File: src/include/dcc_params.svh
// Constants for the converter configuration control block.
`ifndef DCC_PARAMS_SVH
`define DCC_PARAMS_SVH

`define DCC_CFG_RESET    16'h0800
`define DCC_BIT_RDSRC    15
`define DCC_BIT_UPD      14
`define DCC_BIT_RST      13
`define DCC_BIT_PWRDN_A  12
`define DCC_BIT_PWRDN_B  11
`define DCC_BIT_CORR_EN  10
`define DCC_BIT_RSVD     9
`define DCC_BIT_SPANA    8
`define DCC_BIT_SPANB    7
`define DCC_GAIN_RESET   12'h800
`define DCC_ZERO_RESET   12'h000
`define DCC_DATA_RESET   12'h000
`define DCC_TRIM_SPAN6X  12'h99a
`define DCC_TRIM_SPAN4X  12'h800
`define DCC_GAIN_SHIFT   11

`endif

File: src/include/dcc_pkg.sv
// Types shared by the converter configuration control block.
package dcc_pkg;

  typedef enum logic {
    DCC_RB_INPUT,
    DCC_RB_DAC
  } dcc_rb_src_t;

  typedef enum logic {
    DCC_SPAN_6X,
    DCC_SPAN_4X
  } dcc_span_t;

endpackage

File: src/verilog/dcc_config_ctrl.sv
// Configuration register, correction engine and latch update control of an eight-channel converter.
`timescale 1ns/1ps
`default_nettype none
`include "dcc_params.svh"

// What this block does
// RULE1: After reset the configuration register reads 0x0800, readback select clear, group B power-down set.
// RULE2: Readback select picks input data (0) or corrected DAC data (1) on channel reads.
// RULE3: With correction on, input register keeps the raw word, DAC register the result.
// RULE4: Update bit with load pin high copies eligible DAC data into latches after correction.
// RULE5: Update reloads only channels written since the last load or update.
// RULE6: The update bit clears itself once the latch update is done.
// RULE7: With correction off, the update acts at once after the data write.
// RULE8: While the load pin is low, writes of the update bit are ignored.
// RULE9: Software reset bit resets like hardware reset and reads zero afterwards.
// RULE10: Group A power-down bit powers down channels 0 to 3; clearing restores them.
// RULE11: Group B power-down bit powers down channels 4 to 7; clearing restores them.
// RULE12: Correction on: word scaled by gain, plus zero, stored in DAC register.
// RULE13: Correction off: input word copied unchanged into DAC register at once.
// RULE14: The reserved configuration bit ignores writes and reads zero.
// RULE15: Group A span bit: zero selects six times reference, one four times.
// RULE16: A change of the group A span reloads the group A offset trim.
// RULE17: Group B span bit: zero selects six times reference, one four times.
// RULE18: A change of the group B span reloads the group B offset trim.
// RULE19: Don't-care bits ignore writes and read zero.
// RULE20: A write with a command bit also stores every other field; command reads zero later.
module dcc_config_ctrl #(
  parameter int N_CH = 8,
  parameter int DW   = 12
) (
  // Clock, reset and enable.
  input  wire logic                 CLK,
  input  wire logic                 RESETN,
  input  wire logic                 CE,
  // Configuration register access from the serial front end.
  input  wire logic                 CFG_WR,
  input  wire logic [15:0]          CFG_WDATA,
  output logic      [15:0]          CFG_RDATA,
  // Channel input data writes.
  input  wire logic                 CH_WR,
  input  wire logic [2:0]           CH_SEL,
  input  wire logic [DW-1:0]        CH_WDATA,
  // Gain and zero register writes.
  input  wire logic                 GZ_WR,
  input  wire logic                 GZ_GAIN,
  input  wire logic [2:0]           GZ_SEL,
  input  wire logic [DW-1:0]        GZ_WDATA,
  // Channel readback.
  input  wire logic [2:0]           RD_SEL,
  output logic      [DW-1:0]        RD_DATA,
  // Asynchronous latch load pin.
  input  wire logic                 ASYNC_LATCH_LOAD_N,
  // Converter side controls.
  output logic      [N_CH*DW-1:0]   LATCH_DATA,
  output logic                      GROUP_A_POWERDOWN,
  output logic                      GROUP_B_POWERDOWN,
  output logic                      SPAN_A_X4,
  output logic                      SPAN_B_X4,
  output logic      [DW-1:0]        OFFSET_A,
  output logic      [DW-1:0]        OFFSET_B,
  output logic                      CORR_BUSY
);

  localparam logic [15:0]   CFG_RST = `DCC_CFG_RESET;
  localparam logic [DW-1:0] TRIM6   = `DCC_TRIM_SPAN6X;
  localparam logic [DW-1:0] TRIM4   = `DCC_TRIM_SPAN4X;
  localparam logic [DW-1:0] GAIN_RV = `DCC_GAIN_RESET;
  localparam logic [DW-1:0] ZERO_RV = `DCC_ZERO_RESET;
  localparam logic [DW-1:0] DATA_RV = `DCC_DATA_RESET;

  generate
    if (N_CH != 8 || DW != 12)
    begin : g_check
      $error("dcc_config_ctrl serves exactly eight 12-bit channels");
    end
  endgenerate

  // Reset synchroniser; the soft reset joins it after the release.
  logic [1:0] rst_sync_q;
  logic       soft_q;
  wire        rst_n     = rst_sync_q[1];
  wire        rst_all_n = rst_n & ~soft_q;

  always_ff @(posedge CLK or negedge RESETN)
  begin
    if (!RESETN)
      rst_sync_q <= 2'b00;
    else
      rst_sync_q <= {rst_sync_q[0], 1'b1};
  end

  // Load pin synchroniser, idle high.
  logic load_meta_n_q;
  logic load_sync_n_q;

  always_ff @(posedge CLK or negedge rst_all_n)
  begin
    if (!rst_all_n)
    begin
      load_meta_n_q <= 1'b1;
      load_sync_n_q <= 1'b1;
    end
    else if (CE)
    begin
      load_meta_n_q <= ASYNC_LATCH_LOAD_N;
      load_sync_n_q <= load_meta_n_q;
    end
  end

  // Configuration state.
  dcc_pkg::dcc_rb_src_t rdsrc_q;
  dcc_pkg::dcc_span_t   span_a_q;
  dcc_pkg::dcc_span_t   span_b_q;
  logic                 upd_q;
  logic                 pwrdn_a_q;
  logic                 pwrdn_b_q;
  logic                 corr_en_q;
  logic [DW-1:0]        off_a_q;
  logic [DW-1:0]        off_b_q;

  // Per-channel storage.
  logic [N_CH-1:0][DW-1:0] input_q;
  logic [N_CH-1:0][DW-1:0] dac_q;
  logic [N_CH-1:0][DW-1:0] latch_q;
  logic [N_CH-1:0][DW-1:0] gain_q;
  logic [N_CH-1:0][DW-1:0] zero_q;
  logic [N_CH-1:0]         dirty_q;
  logic [N_CH-1:0]         pend_q;
  logic [DW-1:0]           rd_q;

  // Command decode.
  wire soft_req = CE & CFG_WR & CFG_WDATA[`DCC_BIT_RST];
  wire upd_req  = CFG_WR & CFG_WDATA[`DCC_BIT_UPD] & load_sync_n_q; // [RULE8]
  wire upd_fire = upd_q & ~(|pend_q); // [RULE4] [RULE7]
  wire upd_d    = upd_req | (upd_q & ~upd_fire); // [RULE6]

  wire span_a_d = CFG_WR ? CFG_WDATA[`DCC_BIT_SPANA] : span_a_q;
  wire span_b_d = CFG_WR ? CFG_WDATA[`DCC_BIT_SPANB] : span_b_q;
  wire span_a_chg = span_a_d != span_a_q;
  wire span_b_chg = span_b_d != span_b_q;

  // The soft reset is a one-cycle pulse that holds the rest of the block in reset.
  always_ff @(posedge CLK or negedge rst_n)
  begin
    if (!rst_n)
      soft_q <= 1'b0;
    else
      soft_q <= soft_req & ~soft_q; // [RULE9]
  end

  always_ff @(posedge CLK or negedge rst_all_n)
  begin
    if (!rst_all_n)
    begin
      rdsrc_q  <= dcc_pkg::dcc_rb_src_t'(CFG_RST[`DCC_BIT_RDSRC]); // [RULE1]
      upd_q     <= CFG_RST[`DCC_BIT_UPD];
      pwrdn_a_q <= CFG_RST[`DCC_BIT_PWRDN_A];
      pwrdn_b_q <= CFG_RST[`DCC_BIT_PWRDN_B];
      corr_en_q <= CFG_RST[`DCC_BIT_CORR_EN];
      span_a_q <= dcc_pkg::dcc_span_t'(CFG_RST[`DCC_BIT_SPANA]);
      span_b_q <= dcc_pkg::dcc_span_t'(CFG_RST[`DCC_BIT_SPANB]);
      off_a_q  <= TRIM6;
      off_b_q  <= TRIM6;
    end
    else if (CE)
    begin
      if (CFG_WR)
      begin
        rdsrc_q <= dcc_pkg::dcc_rb_src_t'(CFG_WDATA[`DCC_BIT_RDSRC]); // [RULE20]
        pwrdn_a_q <= CFG_WDATA[`DCC_BIT_PWRDN_A]; // [RULE10]
        pwrdn_b_q <= CFG_WDATA[`DCC_BIT_PWRDN_B]; // [RULE11]
        corr_en_q <= CFG_WDATA[`DCC_BIT_CORR_EN];
      end
      span_a_q <= dcc_pkg::dcc_span_t'(span_a_d); // [RULE15]
      span_b_q <= dcc_pkg::dcc_span_t'(span_b_d); // [RULE17]
      if (span_a_chg)
        off_a_q <= span_a_d ? TRIM4 : TRIM6; // [RULE16]
      if (span_b_chg)
        off_b_q <= span_b_d ? TRIM4 : TRIM6; // [RULE18]
      upd_q <= upd_d;
    end
  end

  // Correction engine: one pending channel per cycle, lowest index first.
  logic [2:0] eng_sel;

  always_comb
  begin
    eng_sel = 3'h0;
    for (int k = N_CH - 1; k >= 0; k--)
    begin
      if (pend_q[k])
        eng_sel = 3'(k);
    end
  end

  wire                 eng_go  = |pend_q;
  wire [2*DW-1:0]      prod    = input_q[eng_sel] * gain_q[eng_sel];
  wire [DW:0]          scaled  = prod[2*DW-1:`DCC_GAIN_SHIFT];
  wire signed [DW+2:0] sum     = $signed({2'b00, scaled})
                               + $signed({{3{zero_q[eng_sel][DW-1]}}, zero_q[eng_sel]});
  // Results saturate rather than wrap so an over-range trim never folds the output.
  wire [DW-1:0]        corr    = sum[DW+2] ? DATA_RV
                               : (|sum[DW+1:DW]) ? {DW{1'b1}} : sum[DW-1:0]; // [RULE12]

  // Per-channel next values.
  logic [N_CH-1:0][DW-1:0] input_d;
  logic [N_CH-1:0][DW-1:0] dac_d;
  logic [N_CH-1:0][DW-1:0] latch_d;
  logic [N_CH-1:0][DW-1:0] gain_d;
  logic [N_CH-1:0][DW-1:0] zero_d;
  logic [N_CH-1:0]         dirty_d;
  logic [N_CH-1:0]         pend_d;
  logic [N_CH-1:0]         load;

  generate
    for (genvar i = 0; i < N_CH; i++)
    begin : g_ch
      wire ch_hit  = CH_WR & (CH_SEL == 3'(i));
      wire g_hit   = GZ_WR & GZ_GAIN & (GZ_SEL == 3'(i));
      wire z_hit   = GZ_WR & ~GZ_GAIN & (GZ_SEL == 3'(i));
      wire eng_hit = eng_go & (eng_sel == 3'(i));
      // A low load pin keeps loading written channels as soon as their data is ready.
      assign load[i]    = (upd_fire | ~load_sync_n_q) & dirty_q[i] & ~pend_q[i]; // [RULE4] [RULE5]
      assign input_d[i] = ch_hit ? CH_WDATA : input_q[i]; // [RULE3]
      assign dac_d[i]   = (ch_hit & ~corr_en_q) ? CH_WDATA // [RULE13]
                        : eng_hit ? corr : dac_q[i]; // [RULE3]
      assign pend_d[i]  = (ch_hit & corr_en_q) | (pend_q[i] & ~eng_hit);
      assign dirty_d[i] = ch_hit | (dirty_q[i] & ~load[i]); // [RULE5]
      assign latch_d[i] = load[i] ? dac_q[i] : latch_q[i];
      assign gain_d[i]  = g_hit ? GZ_WDATA : gain_q[i];
      assign zero_d[i]  = z_hit ? GZ_WDATA : zero_q[i];
    end
  endgenerate

  always_ff @(posedge CLK or negedge rst_all_n)
  begin
    if (!rst_all_n)
    begin
      input_q <= {N_CH{DATA_RV}};
      dac_q   <= {N_CH{DATA_RV}};
      latch_q <= {N_CH{DATA_RV}};
      gain_q  <= {N_CH{GAIN_RV}};
      zero_q  <= {N_CH{ZERO_RV}};
      dirty_q <= '0;
      pend_q  <= '0;
    end
    else if (CE)
    begin
      input_q <= input_d;
      dac_q   <= dac_d;
      latch_q <= latch_d;
      gain_q  <= gain_d;
      zero_q  <= zero_d;
      dirty_q <= dirty_d;
      pend_q  <= pend_d;
    end
  end

  // Channel readback.
  wire [DW-1:0] rd_mux = (rdsrc_q == dcc_pkg::DCC_RB_DAC) ? dac_q[RD_SEL]
                                                           : input_q[RD_SEL]; // [RULE2]

  always_ff @(posedge CLK or negedge rst_all_n)
  begin
    if (!rst_all_n)
      rd_q <= DATA_RV;
    else if (CE)
      rd_q <= rd_mux;
  end

  // Reserved and don't-care bits are tied to zero.
  assign CFG_RDATA = {rdsrc_q, upd_q, soft_q, pwrdn_a_q, pwrdn_b_q, corr_en_q, 1'b0, // [RULE14]
                      span_a_q, span_b_q, 7'h00}; // [RULE19]

  assign RD_DATA           = rd_q;
  assign LATCH_DATA        = latch_q;
  assign GROUP_A_POWERDOWN = pwrdn_a_q;
  assign GROUP_B_POWERDOWN = pwrdn_b_q;
  assign SPAN_A_X4         = span_a_q;
  assign SPAN_B_X4         = span_b_q;
  assign OFFSET_A          = off_a_q;
  assign OFFSET_B          = off_b_q;
  assign CORR_BUSY         = eng_go;

  // Checks.
  property p_reset_value;
    @(posedge CLK) disable iff (!RESETN)
    $rose(rst_all_n) |-> CFG_RDATA == CFG_RST;
  endproperty
  a_reset_value: assert property (p_reset_value) else $error("reset value wrong"); // [RULE1]

  property p_readback;
    @(posedge CLK) disable iff (!rst_all_n)
    CE && rdsrc_q == dcc_pkg::DCC_RB_DAC ##1 CE |-> RD_DATA == $past(dac_q[RD_SEL]);
  endproperty
  a_readback: assert property (p_readback) else $error("readback source wrong"); // [RULE2]

  property p_raw_keep;
    @(posedge CLK) disable iff (!rst_all_n)
    CE && CH_WR && corr_en_q
      |=> input_q[$past(CH_SEL)] == $past(CH_WDATA) && pend_q[$past(CH_SEL)];
  endproperty
  a_raw_keep: assert property (p_raw_keep) else $error("raw word or pending lost"); // [RULE3]

  property p_direct_copy;
    @(posedge CLK) disable iff (!rst_all_n)
    CE && CH_WR && !corr_en_q |=> dac_q[$past(CH_SEL)] == $past(CH_WDATA);
  endproperty
  a_direct_copy: assert property (p_direct_copy) else $error("direct copy missing"); // [RULE13]

  property p_upd_ignored;
    @(posedge CLK) disable iff (!rst_all_n)
    CE && CFG_WR && CFG_WDATA[`DCC_BIT_UPD] && !load_sync_n_q && !upd_q |=> !upd_q;
  endproperty
  a_upd_ignored: assert property (p_upd_ignored) else $error("update taken with pin low"); // [RULE8]

  property p_upd_clears;
    @(posedge CLK) disable iff (!rst_all_n)
    CE && upd_q && pend_q == '0 && !upd_req
      |=> !upd_q && dirty_q == (N_CH'($past(CH_WR)) << $past(CH_SEL));
  endproperty
  a_upd_clears: assert property (p_upd_clears) else $error("update bit stuck"); // [RULE6]

  property p_only_dirty;
    @(posedge CLK) disable iff (!rst_all_n)
    CE && upd_fire && dirty_q[0] == 1'b0 |=> latch_q[0] == $past(latch_q[0]);
  endproperty
  a_only_dirty: assert property (p_only_dirty) else $error("clean latch reloaded"); // [RULE5]

  property p_span_a_trim;
    @(posedge CLK) disable iff (!rst_all_n)
    CE && span_a_chg |=> OFFSET_A == (SPAN_A_X4 ? TRIM4 : TRIM6) && SPAN_A_X4 != $past(SPAN_A_X4);
  endproperty
  a_span_a_trim: assert property (p_span_a_trim) else $error("offset A not reloaded"); // [RULE16]

  property p_span_b_trim;
    @(posedge CLK) disable iff (!rst_all_n)
    CE && span_b_chg |=> OFFSET_B == (SPAN_B_X4 ? TRIM4 : TRIM6) && SPAN_B_X4 != $past(SPAN_B_X4);
  endproperty
  a_span_b_trim: assert property (p_span_b_trim) else $error("offset B not reloaded"); // [RULE18]

  property p_soft_reset;
    @(posedge CLK) disable iff (!rst_n)
    soft_req && !soft_q |=> soft_q ##1 (!soft_q && CFG_RDATA == CFG_RST);
  endproperty
  a_soft_reset: assert property (p_soft_reset) else $error("soft reset wrong"); // [RULE9]

  property p_pwrdn_a;
    @(posedge CLK) disable iff (!rst_all_n)
    CE && CFG_WR |=> GROUP_A_POWERDOWN == $past(CFG_WDATA[`DCC_BIT_PWRDN_A]);
  endproperty
  a_pwrdn_a: assert property (p_pwrdn_a) else $error("group A power-down wrong"); // [RULE10]

  property p_pwrdn_b;
    @(posedge CLK) disable iff (!rst_all_n)
    CE && CFG_WR |=> GROUP_B_POWERDOWN == $past(CFG_WDATA[`DCC_BIT_PWRDN_B]);
  endproperty
  a_pwrdn_b: assert property (p_pwrdn_b) else $error("group B power-down wrong"); // [RULE11]

  property p_reserved;
    @(posedge CLK) disable iff (!rst_all_n)
    CE && CFG_WR |=> CFG_RDATA[`DCC_BIT_RSVD] == 1'b0 && CFG_RDATA[6:0] == 7'h00;
  endproperty
  a_reserved: assert property (p_reserved) else $error("reserved bits not zero"); // [RULE14]

endmodule
`default_nettype wire

File: config.mk
export PLATFORM = sky130hd
export DESIGN_NAME = dcc_config_ctrl
export DESIGN_NICKNAME = d
export VERILOG_FILES = /design/src/include/dcc_pkg.sv /design/src/verilog/dcc_config_ctrl.sv
export VERILOG_INCLUDE_DIRS = /design/src /design/src/include
export SDC_FILE = /design/constraint.sdc
export NUM_CORES = 1
export LEC_CHECK = 0
export ABC_AREA = 1
export ABC_CLOCK_PERIOD_IN_PS = 31400
export BUFFER_PORTS_ARGS = -buffer_cell sky130_fd_sc_hd__buf_2
export CAP_MARGIN = 20
export CORE_ASPECT_RATIO = 0.9
export CORE_MARGIN = 2
export CORE_UTILIZATION = 55
export DETAILED_ROUTE_END_ITERATION = 8
export GPL_ROUTABILITY_DRIVEN = 0
export PLACE_DENSITY = 0.78
export SLEW_MARGIN = 20
export SYNTH_ARGS = -nofsm -noshare
export SYNTH_HDL_FRONTEND = slang
export SYNTH_SLANG_ARGS = --single-unit
File: constraint.sdc
create_clock -name CLK -period 31.4 [get_ports CLK]
set_input_delay 6.28 -clock CLK [delete_from_list [all_inputs] [get_ports CLK]]
set_output_delay 6.28 -clock CLK [all_outputs]
set_load 0.1 [all_outputs]
Yosys cells after proc, flatten, opt, wreduce, memory -nomap -nowiden
Index checks and enable logic that the tools add are counted.
{ "totals": {"register_bits": 544, "inputBits": 57} }
{ "op_classes": {"addsub": 1, "mul": 1, "order_cmp": 2, "eq_ne": 23, "muxes": 41, "bitwise": 138, "n_reduce_logical": 56} }
{ "ops": {"columns": ["op", "count"], "rows": [
  ["$mux W12", 24],
  ["$bmux W12 S3", 5],
  ["$and A1 B1 Y1", 90],
  ["$reduce_and A2 Y1", 43],
  ["$eq A3 B3 Y1 const B", 12],
  ["$not A1 Y1", 30],
  ["$mul A12 B12 Y24", 1],
  ["$mux W3", 8],
  ["$eq A3 B2 Y1 const B", 6],
  ["$mux W9", 2],
  ["$or A1 B1 Y1", 18],
  ["$reduce_bool A2 Y1", 8],
  ["$add A14 B12 Y15", 1],
  ["$eq A3 B1 Y1 const B", 3],
  ["$logic_not A3 Y1", 3],
  ["$lt A3 B4 Y1 const B", 2],
  ["$reduce_or A8 Y1", 1],
  ["$mux W1", 2],
  ["$ne A1 B1 Y1", 2],
  ["$reduce_or A2 Y1", 1]
]} }

Longest topological paths before layout
{ "depth": {"word_depth": 17, "ltp_mapped": 57, "ltp_nobuf": 54} }

Worst setup path after synthesis
Ideal clock, no wire load.
{ "synth_timing": {"path_type": "reg2reg", "start": "register pend_q[4]", "end": "register dac_q[14] in the netlist's numbering", "arrival_ns": 7.760, "path_slack_ns": 23.524, "stages_incl_launch_ff": 45, "period_less_slack_ns": 7.876, "cell_sequence": "dfrtp_1 -> nor2_1 -> nand2_1 -> a21oi_4 -> buf_6 -> nand2_2 -> buf_6 -> clkbuf_1 -> o22ai_1 -> nor3_1 -> o21ai_0 -> inv_1 -> clkbuf_1 -> nand2_1 -> fa_1 -> fa_1 -> fa_1 -> inv_1 -> (+9 left out) -> ha_1 -> fa_1 -> nand4_1 -> and3_1 -> o21ai_0 -> nand2_1 -> nand2_1 -> nand2_1 -> nand2_1 -> nand2_1 -> nand2_1 -> xnor2_1 -> buf_4 -> nand3_4 -> nand2_4 -> nand2_1 -> nand2_1 -> nand2_1"} }
{ "synth_via": {"elab_chain_cells": 14, "elab_cells_between_ends": 23, "cone_classes": "add/sub: 1; mul: 1; eq/ne: 1; mux: 15; bitwise: 1; reduce/logical: 4"} }
{ "synth_rtl": {"columns": ["item", "line", "rtl"], "rows": [
  ["from (decl)", "dcc_config_ctrl.sv:128", "logic [N_CH-1:0] pend_q;"],
  ["from (signal assigned)", "dcc_config_ctrl.sv:256", "pend_q <= pend_d;"],
  ["$mux W3 (5 in series)", "dcc_config_ctrl.sv:192", "if (pend_q[k])"],
  ["$bmux W12 S3", "dcc_config_ctrl.sv:198", "wire [2*DW-1:0] prod = input_q[eng_sel] * gain_q[eng_sel];"],
  ["$mux W12 (implied by the code)", "dcc_config_ctrl.sv:198", null],
  ["$mul A12 B12 Y24", "dcc_config_ctrl.sv:198", null],
  ["$add A14 B12 Y15", "dcc_config_ctrl.sv:201", "+ $signed({{3{zero_q[eng_sel][DW-1]}}, zero_q[eng_sel]});"],
  ["$reduce_or A2 Y1", "dcc_config_ctrl.sv:204", ": (|sum[DW+1:DW]) ? {DW{1'b1}} : sum[DW-1:0];"],
  ["$mux W12", "dcc_config_ctrl.sv:204", null],
  ["$mux W12", "dcc_config_ctrl.sv:203", "wire [DW-1:0] corr = sum[DW+2] ? DATA_RV"],
  ["$mux W12", "dcc_config_ctrl.sv:227", ": eng_hit ? corr : dac_q[i];"],
  ["$mux W12", "dcc_config_ctrl.sv:226", "assign dac_d[i] = (ch_hit & ~corr_en_q) ? CH_WDATA"],
  ["to (signal assigned)", "dcc_config_ctrl.sv:241", "dac_q <= {N_CH{DATA_RV}};"],
  ["to (decl)", "dcc_config_ctrl.sv:123", "logic [N_CH-1:0][DW-1:0] dac_q;"]
]} }
Several ways; a longest one is shown, not always the timed one. The select of a mux whose other input is x is not followed.
A chain may end at the register's enable or synchronous reset.

Worst setup path in the final report
{ "layout_timing": {"start": "register pend_q[6]", "end": "register dac_q[12] in the netlist's numbering"} }
{ "layout_via": {"elab_chain_cells": 16, "elab_cells_between_ends": 25, "cone_classes": "add/sub: 1; mul: 1; eq/ne: 1; mux: 17; bitwise: 1; reduce/logical: 4"} }
{ "layout_rtl": {"columns": ["item", "line"], "rows": [
  ["$mux W3 (7 in series)", "dcc_config_ctrl.sv:192"],
  ["$bmux W12 S3", "dcc_config_ctrl.sv:198"],
  ["$mux W12 (implied by the code)", "dcc_config_ctrl.sv:198"],
  ["$mul A12 B12 Y24", "dcc_config_ctrl.sv:198"],
  ["$add A14 B12 Y15", "dcc_config_ctrl.sv:201"],
  ["$reduce_or A2 Y1", "dcc_config_ctrl.sv:204"],
  ["$mux W12", "dcc_config_ctrl.sv:204"],
  ["$mux W12", "dcc_config_ctrl.sv:203"],
  ["$mux W12", "dcc_config_ctrl.sv:227"],
  ["$mux W12", "dcc_config_ctrl.sv:226"]
]} }
Several ways; a longest one is shown, not always the timed one. The select of a mux whose other input is x is not followed.

==> impl_metrics.toml <==
[status]
outcome = "completed"

[global_route]
grt_antenna_before_repair = 1
grt_start_max_net_pins = 164
grt_pass1_wl_mm = 141.3
track_usage = 0.3203
grt_overflow = 0
grt_pass1_vias = 25600

[logic_synthesis]
synth_async_sr_flop_share = 1.000
yosysSeqAreaShare = 0.4362
synth-warning-count = 0
synth_edf_count = 0
yosys_most_used_dff = "dfrtp_1"
avgSynthCellArea_um2 = 7.999
synth-seq-cells = 522
synthCells = 3748
synth_cell_types = 62
syn_area_mm2 = 0.02998

[clock_tree]
cts_resized = 0
clock_path_buffers = 3
cts_tree = "done"
clock_sinks = 522
path_clk_slew_ps = 60
insertion_delay_ps = 620
htreeDepth = 2
cts-root-buf = "clkbuf_16"
hold_buffers = 0
numCtsBuffers = 52
postCtsSetupRepairBufs = 0

[timing]
slew_headroom = 0.2545
clock_skew_ps = 32.34
tightest_slew_ps = 1107
rsz0062_at_grt = "false"
timing.fmax_mhz = 88.92
period_needed_ps = 11250
finalSetupViolCount = 0
maxSlewViolCount = 0
post-route-period-util = 0.3582
tns_ps = 0
hold_viol_final = 0

[route]
drc = 0
first_pass_iters = 6
vias = 26920
ant_nets = 0
wire_per_inst_um = 19.83
drt-total-wl_mm = 90.03
via_per_inst = 5.930
drt-initial-drc-count = 3303

[die]
dieWidth_um = 250.1
num_io_pins = 210
die_area_mm2 = 0.05640
std_cell_rows = 81
core_area_mm2 = 0.05412
start_util = 0.5540
dieHeight_um = 225.5

[critical_path]
cp-start-kind = "flip-flop"
cp-end-kind = "flip-flop"
slowest_stage = "o21ai_0"
crit_arrival_ps = 11750
cp_max_fo = 28
cpMostUsedCell = "nand2_1"
slowest_delay_ps = 850
required_ps = 31910
crit_type = "reg -> reg"

[layout]
design_area_mm2 = 0.03296
fin_nets = 4018
final_cells = 4539
drive_gt1_frac = 0.1072
syn2layout_area_growth_pct = 9.928

[place]
placed_area_mm2 = 0.03109
portBuffers = 179
dp_hpwl_mm = 59.00
dpl.cell_count = 4440

[job]
cap_violations = 0

[min_path]
hold_class = "reg -> async"
-- worst paths after layout --
| kind | end | depth (start not counted) | start | slack, ps |
|---|---|---|---|---|
| setup / recovery | dac_q[12] | 48 | pend_q[6] | 20150 |
| hold / removal | soft_q | 0 | rst_sync_q[1] | 10 |
| setup reg to reg | dac_q[12] | 48 | pend_q[6] | 20150 |
| hold reg to reg | soft_q | 0 | rst_sync_q[1] | 10 |
| max in group asynchronous | rst_sync_q[1] | 1 | RESETN | 25840 |
| min in group CLK | rst_sync_q[1] | 0 | rst_sync_q[0] | 350 |
-- worst max-delay path: cells and delay by family, from the launching register on --
family / cells / cell delay, ps
AOI/OAI and AO/OA: 5 / 1690
xor gates and xnor gates: 2 / 600
adders and majority gates: 7 / 3240
buffers and inverters: 10 / 1950
DFF: 1 / 400
and+or+nand+nor: 24 / 3180
-- cells by family after synthesis --
logic type,Yosys count,share of synthesized area
xor gates and xnor gates,24,0.007512
DFF,522,0.4362
AOI/OAI and AO/OA,797,0.1514
buffers and inverters,600,0.08309
other,2,0.0002505
and+or+nand+nor,1626,0.2229
muxes,5,0.001794
adders and majority gates,172,0.09682
-- state kept, by name, indices dropped and copies added, names as in the netlist, 2 cells and up --
| name | flops |
|---|---|
| LATCH_DATA | 96 |
| input_q | 96 |
| rst_sync_q | 2 |
| RD_DATA | 12 |
| pend_q | 8 |
| dac_q | 96 |
| dirty_q | 8 |
| gain_q | 96 |
| zero_q | 96 |
-- cells in the mapped netlist, types with 41 or more instances --
library cell / instances / area, um2
nand2_1: 1259 / 4726
dfrtp_1: 509 / 12740
o21ai_0: 439 / 2197
inv_1: 326 / 1224
a21oi_1: 188 / 940.9
nor2_1: 184 / 690.7
clkbuf_1: 182 / 683.2
fa_1: 100 / 2002
nand3_1: 78 / 390.4
ha_1: 72 / 900.9
o221ai_1: 48 / 420.4
buf_4: 41 / 307.8
-- layout make-up --
type	count	area (um2)
Fill cell	4638	21160
Multi-Input combinational cell	2647	14580
Sequential cell	522	13080
Clock buffer	76	1544
Inverter	339	1284
Timing Repair Buffer	227	1272
Tap cell	705	882.1
Clock inverter	22	316.6
Antenna cell	1	2.502
-- through the flow --
step	worst slack, ps	utilization	hold WS, ps
after CTS	20480	0.6089	14.32
after detailed placement	20520	0.5746	15.74
after global routing	19630	0.6089	23.37
final	20150	0.6090	11.90
after floorplan	12100	-	5.336
after global placement	20660	0.5744	8.267
-- placed cells by master (no fill, tap or decap), types with 13 or more instances in the layout --
cell,Yosys,final
a221oi_1,14,14
inv_1,326,326
o22ai_1,30,30
buf_4,41,46
buf_2,27,179
dfstp_2,13,13
o221ai_1,48,48
nand2_4,15,15
a31oi_1,15,15
dfrtp_1,509,509
nand2_1,1259,1259
nand4_1,19,19
nor2_1,184,183
conb_1,2,23
o21ai_0,439,439
nor3_1,26,26
fa_1,100,100
clkbuf_16,0,54
a21oi_1,188,188
ha_1,72,72
o221a_2,14,14
nand3_1,78,78
-- per-layer routing --
| layer | vias to the layer above | share of wire | GRT usage |
|---|---|---|---|
| met5 | - | 0.00014 | 0 |
| met4 | 2 | 0.045 | 0.1451 |
| met3 | 292 | 0.13 | 0.09390 |
| met2 | 1598 | 0.44 | 0.4796 |
| met1 | 12860 | 0.39 | 0.4328 |
| li1 | 12160 | - | - |
Power is not shown: default switching activity piles up to over one toggle a cycle in this logic, so the estimate is an artifact.
